--- src/design/blkirq_consts.svh ---
`ifndef BLKIRQ_CONSTS_SVH
`define BLKIRQ_CONSTS_SVH
// ----------------------------------------
// register map
// ----------------------------------------
`define BLKIRQ_ENABLE_ADDR 6'h20
`define BLKIRQ_STATUS_ADDR 6'h21
`define BLKIRQ_CH0_SRC_STATUS_ADDR 6'h02
`define BLKIRQ_CH1_SRC_STATUS_ADDR 6'h0A
`define BLKIRQ_CH2_SRC_STATUS_ADDR 6'h12
`define BLKIRQ_ENABLE_RESET 8'h00
`define BLKIRQ_STATUS_RESET 8'h00
`define BLKIRQ_CHAN_COUNT 3
`endif

--- src/design/blkirq_pkg.sv ---
package blkirq_pkg;
   typedef logic [7:0] blkirq_byte_t;
   typedef logic [5:0] blkirq_addr_t;
   typedef logic [2:0] blkirq_chan_t;
endpackage

--- src/design/blkirq_aggregator.sv ---
// Contract
// enable bit 2 lets channel 2 sources interrupt; read/write, resets 0.
// channel 2 enable low blocks every channel 2 interrupt.
// source interrupts only when source enable and block enable both set.
// enable bits 1 and 0 gate channels 1 and 0 likewise, reset 0.
// status bit 2 reads 1 while a channel 2 interrupt is pending.
// status bits 1 and 0 report channels 1 and 0, read-only, reset 0.
// status bit stays set until host reads matching source status register.
// host reads channel 2 source status at 0x12 on status bit 2.
// host reads 0x0A or 0x02 for channels 1 or 0.
// enable register sits at 0x20, bits 2..0 writable, upper bits zero.
// irq output high when any status bit set; bits 7..3 read 0.
`timescale 1ns/10ps
`include "blkirq_consts.svh"
module blkirq_aggregator
(
   // clock and reset
   input  wire logic                 clk,
   input  wire logic                 reset_n,
   // register port
   input  wire logic                 regWrite,
   input  wire logic                 regRead,
   input  wire blkirq_pkg::blkirq_addr_t regAddr,
   input  wire blkirq_pkg::blkirq_byte_t regWdata,
   output      blkirq_pkg::blkirq_byte_t regRdata,
   // per channel source-level requests, already source-enable gated
   input  wire blkirq_pkg::blkirq_chan_t srcRequest,
   // interrupt out
   output      logic                 irqOut
);
   import blkirq_pkg::*;

   blkirq_chan_t enable_q;
   blkirq_chan_t status_q;
   blkirq_chan_t srcClear;
   blkirq_byte_t regRdata_q;
   logic         irq_q;

   // ----------------------------------------
   // source status read decode
   // ----------------------------------------
   // host service read of a source status register releases its block bit
   genvar sc;
   generate
      for (sc = 0; sc < `BLKIRQ_CHAN_COUNT; sc++)
      begin : gDecode
         localparam blkirq_addr_t SrcAddr = (sc == 2) ? `BLKIRQ_CH2_SRC_STATUS_ADDR :
                                            (sc == 1) ? `BLKIRQ_CH1_SRC_STATUS_ADDR :
                                                        `BLKIRQ_CH0_SRC_STATUS_ADDR;
         assign srcClear[sc] = regRead && (regAddr == SrcAddr);
      end
   endgenerate

   // ----------------------------------------
   // block enable register
   // ----------------------------------------
   always_ff @(posedge clk)
   begin
      if (!reset_n)
         enable_q <= blkirq_chan_t'(`BLKIRQ_ENABLE_RESET);
      else if (regWrite && regAddr == `BLKIRQ_ENABLE_ADDR)
         enable_q <= regWdata[2:0];
   end

   // ----------------------------------------
   // sticky block status, set wins over clear
   // ----------------------------------------
   genvar ch;
   generate
      for (ch = 0; ch < `BLKIRQ_CHAN_COUNT; ch++)
      begin : gChan
         always_ff @(posedge clk)
         begin
            if (!reset_n)
               status_q[ch] <= 1'b0;
            else if (srcRequest[ch] && enable_q[ch])
               status_q[ch] <= 1'b1;
            else if (srcClear[ch])
               status_q[ch] <= 1'b0;
         end
      end
   endgenerate

   // ----------------------------------------
   // read data and interrupt output
   // ----------------------------------------
   always_ff @(posedge clk)
   begin
      if (!reset_n)
         regRdata_q <= `BLKIRQ_STATUS_RESET;
      else
      begin
         case (regAddr)
            `BLKIRQ_ENABLE_ADDR:
               regRdata_q <= {5'h00, enable_q};
            `BLKIRQ_STATUS_ADDR:
               regRdata_q <= {5'h00, status_q};
            default:
               regRdata_q <= 8'h00;
         endcase
      end
   end

   always_ff @(posedge clk)
   begin
      if (!reset_n)
         irq_q <= 1'b0;
      else
         irq_q <= |status_q;
   end

   assign regRdata = regRdata_q;
   assign irqOut   = irq_q;

   // ----------------------------------------
   // per channel checks
   // ----------------------------------------
   genvar k;
   generate
      for (k = 0; k < `BLKIRQ_CHAN_COUNT; k++)
      begin : gChk

      end
   endgenerate
endmodule

--- config.mk ---
export PLATFORM = sky130hd
export DESIGN_NAME = blkirq_aggregator
export DESIGN_NICKNAME = d
export VERILOG_FILES = /design/src/design/blkirq_pkg.sv /design/src/design/blkirq_aggregator.sv
export VERILOG_INCLUDE_DIRS = /design/src /design/src/design
export SDC_FILE = /design/constraint.sdc
export NUM_CORES = 1
export LEC_CHECK = 0
export BUFFER_PORTS_ARGS = -buffer_cell sky130_fd_sc_hd__buf_2
export CAP_MARGIN = 15
export CORE_AREA = 2 2 39 41
export CTS_BUF_LIST = sky130_fd_sc_hd__clkbuf_2
export DETAILED_ROUTE_END_ITERATION = 10
export DIE_AREA = 0 0 41 43
export GPL_TIMING_DRIVEN = 0
export PLACE_DENSITY = 0.69
export SLEW_MARGIN = 0
export SYNTH_ARGS = -nofsm -noshare
export SYNTH_HDL_FRONTEND = slang
export SYNTH_SLANG_ARGS = --single-unit
--- constraint.sdc ---
create_clock -name clk -period 3.07 [get_ports clk]
set_clock_uncertainty 0.15 [all_clocks]
set_input_delay 0.307 -clock clk [delete_from_list [all_inputs] [get_ports clk]]
set_output_delay 0.307 -clock clk [all_outputs]
set_load 0.01 [all_outputs]
==> flow_metrics.tcl <==
set metrics [dict create \
    portBuffers 18 \
    status "complete, no violations" \
    endpoint "enable_q[1]$_SDFFE_PN0P_" \
    drc 0 \
    setup_viol 0 \
    reg2regPathDepth 1 \
    cp_num_cells 4 \
    cts_htree_levels 1 \
    antenna_found_initial 0 \
    initial_core_util_pct 34.4 \
    numCtsBuffers 3 \
    clkLatencyLatePin_ns 0.23 \
    synth_top_area_share_pct 42.1 \
    wl_per_cell_microns 9.18 \
    clock_path_buffers 2 \
    p_int_mw 0.171 \
    final_nets 99 \
    wirelength_microns 845 \
    vias 401 \
    rsz0062_at_grt "no" \
    multi_input_area_sq_um 245 \
    crit_buf_inv 1 \
    cts_num_sinks 10 \
    gp_congestion 0.670 \
    arrival_ns 1.39 \
    overflow 0 \
    path_class "in2reg" \
    clk_pin_slew_ns 0.09 \
    fillers 152 \
    critPathCaptureType "flip-flop" \
    synth_area_sq_um 475 \
    seq_area_sq_um 200 \
    switching_share_pct 23.0 \
    r2r_setup_slack_ns 2.19 \
    area.growth.synth_to_final_pct 29.5 \
    core_sq_um 1380 \
    ios 30 \
    die-area_sq_um 1760 \
    combPwrFrac_pct 13.0 \
    final_antenna_net_count 0 \
    first_pass_iters 4 \
    start_kind "primary input" \
    std_cell_rows 14 \
    cp_top_family "simple AND/OR/NAND/NOR gates" \
    grt_usage_pct 11.9 \
    crit_required_ns 3.09 \
    grt_first_pass_wirelength_mm 1.40 \
    cpPeakStageDelay_ns 0.40 \
    syn-instance-count 51 \
    dieWidth_microns 41 \
    drt_iter0_markers 6 \
    slew_viol_final 0 \
    yosysTopAreaCell "dfxtp_1" \
    avgSynthCellArea_sq_um 9.32 \
    crit_chain "buf_2, or3_4, nor4_4, mux2i_1" \
    crit_start "regAddr[4]" \
    antenna_cells 0 \
    yosysUniqueCellTypes 15 \
    fp.dieH_microns 43 \
    clock_power_share_pct 28.6 \
    post_cts_buffers 0 \
    ir_worst_vdd_v 0.000175 \
    grt_pass1_vias 358 \
    tns_ns 0 \
    sequentialPowerShare_pct 58.4 \
    grt_max_degree 11 \
    timing.rr.end "irqOut$_SDFF_PN0_" \
    slowest_stage "or3_4" \
    powerDensity_nw_per_um2 362 \
    cp_max_fo 3 \
    static-leakage-power_nw 0.273 \
    dp_hpwl_microns 716 \
    ys_warn_count 0 \
    hold_slack_ns 0.154 \
    clockRootBuffer "clkbuf_2" \
    maxCapViolations 0 \
    fin_crit_ns 1.38 \
    via_per_inst 4.36 \
    finalCritPeriodShare_pct 44.8 \
    synth_seq_cells 10 \
    cts_hold_buf 0 \
    seq_area_frac_synth_pct 42.1 \
    cts_tree "done" \
    post_cts_resized 0 \
    synthTopCellsByArea "dfxtp_1 (42%), mux2i_1 (13%), nand2_1 (8.7%)" \
    max_freq_mhz 727 \
    hold_viol_final 0 \
    min_path_type "in2reg" \
    p_switching_mw 0.0513 \
    r2r-start "status_q[2]$_SDFFE_PN0P_" \
    drive_gt1_share_pct 38.2 \
]
## Yosys cell counts (all sizes together)
| library cell | number |
|---|---|
| nand3 | 2 |
| a21boi | 1 |
| or3 | 2 |
| dfxtp | 10 |
| conb | 1 |
| nor4b | 2 |
| buf | 5 |
| nor4 | 1 |
| mux2i | 6 |
| clkbuf | 2 |
| nand2 | 11 |
| o21ai | 3 |
| nor2 | 3 |
| nand4bb | 1 |
| o31a | 1 |
## layout make-up
type                    instances  share of cell area, %
flip-flops and latches         10                   32.5
repair buffers                 18                   14.6
plain buffers                   7                   7.32
multi-input cells              38                   39.8
clock buffers                   3                   2.44
well taps                      16                   3.25
## power by group through the flow
stage               Clock, mW  Combinational [mW]  Sequential, mW
global placement            0              0.0286           0.133
CTS                    0.0665              0.0288           0.130
floorplan                   0              0.0166           0.133
global route           0.0756              0.0322           0.130
finish                 0.0638              0.0289           0.130
detailed placement          0              0.0288           0.133
## logic make-up (layout without fill, tap and decap cells)
family          count (synthesis)  after routing  share of synthesized area [%]
compound gates                  5              5                           6.58
buf+inv                         7             28                           9.48
flops                          10             10                           42.1
mux                             6              6                           12.6
other cells                     1              5                          0.789
simple gates                   22             22                           28.4
## per-layer routing
layer | vias up | part of all wire, % | wire length, microns | global-route usage (%)
met3 | 0 | 11 | 95 | 7.85
met2 | 18 | 47 | 393 | 18.1
met5 | - | 0 | 0 | 0
met4 | 0 | 0 | 0 | 2.00
li1 | 216 | - | - | -
met1 | 167 | 42 | 356 | 13.6
## how the worst min path moves through the flow
stage / to / from / slack [ns] / depth (start not counted)
6_report: status_q[2]$_SDFFE_PN0P_ / srcRequest[2] / 0.15 / 3
3_5_place_dp: status_q[1]$_SDFFE_PN0P_ / status_q[1]$_SDFFE_PN0P_ / 0.32 / 2
3_3_place_gp: enable_q[1]$_SDFFE_PN0P_ / enable_q[1]$_SDFFE_PN0P_ / 0.31 / 2
5_1_grt: enable_q[2]$_SDFFE_PN0P_ / regWdata[2] / 0.13 / 3
4_1_cts: status_q[2]$_SDFFE_PN0P_ / srcRequest[2] / 0.15 / 3
2_1_floorplan: status_q[1]$_SDFFE_PN0P_ / srcRequest[1] / 0.30 / 2
## state kept, by name, indices dropped and copies added, names as in the netlist
name / cells
enable_q: 3
irqOut: 1
regRdata: 3
status_q: 3
## cell usage in the layout (no fill, tap or decap), drive strengths merged
cell type and instances:
o31a 1, conb 5, nand4bb 1, nor2 3
nor4 1, nor4b 2, nand3 2, clkbuf 5
or3 2, mux2i 6, dfxtp 10, nand2 11
buf 23, a21boi 1, o21ai 3
## through the flow
stage | area [sq um] | total power, mW | utilization (%) | instances | worst slack, ns
after floorplan | 490 | 0.150 | - | 55 | 1.65
after global placement | 601 | 0.162 | 43.4 | 89 | 1.45
after detailed placement | 601 | 0.162 | 43.4 | 89 | 1.42
after CTS | 616 | 0.225 | 44.5 | 92 | 1.67
after global routing | 616 | 0.238 | 44.5 | 92 | 1.67
final | 616 | 0.223 | 44.5 | 92 | 1.69
Power figures use the tool's default switching activity.
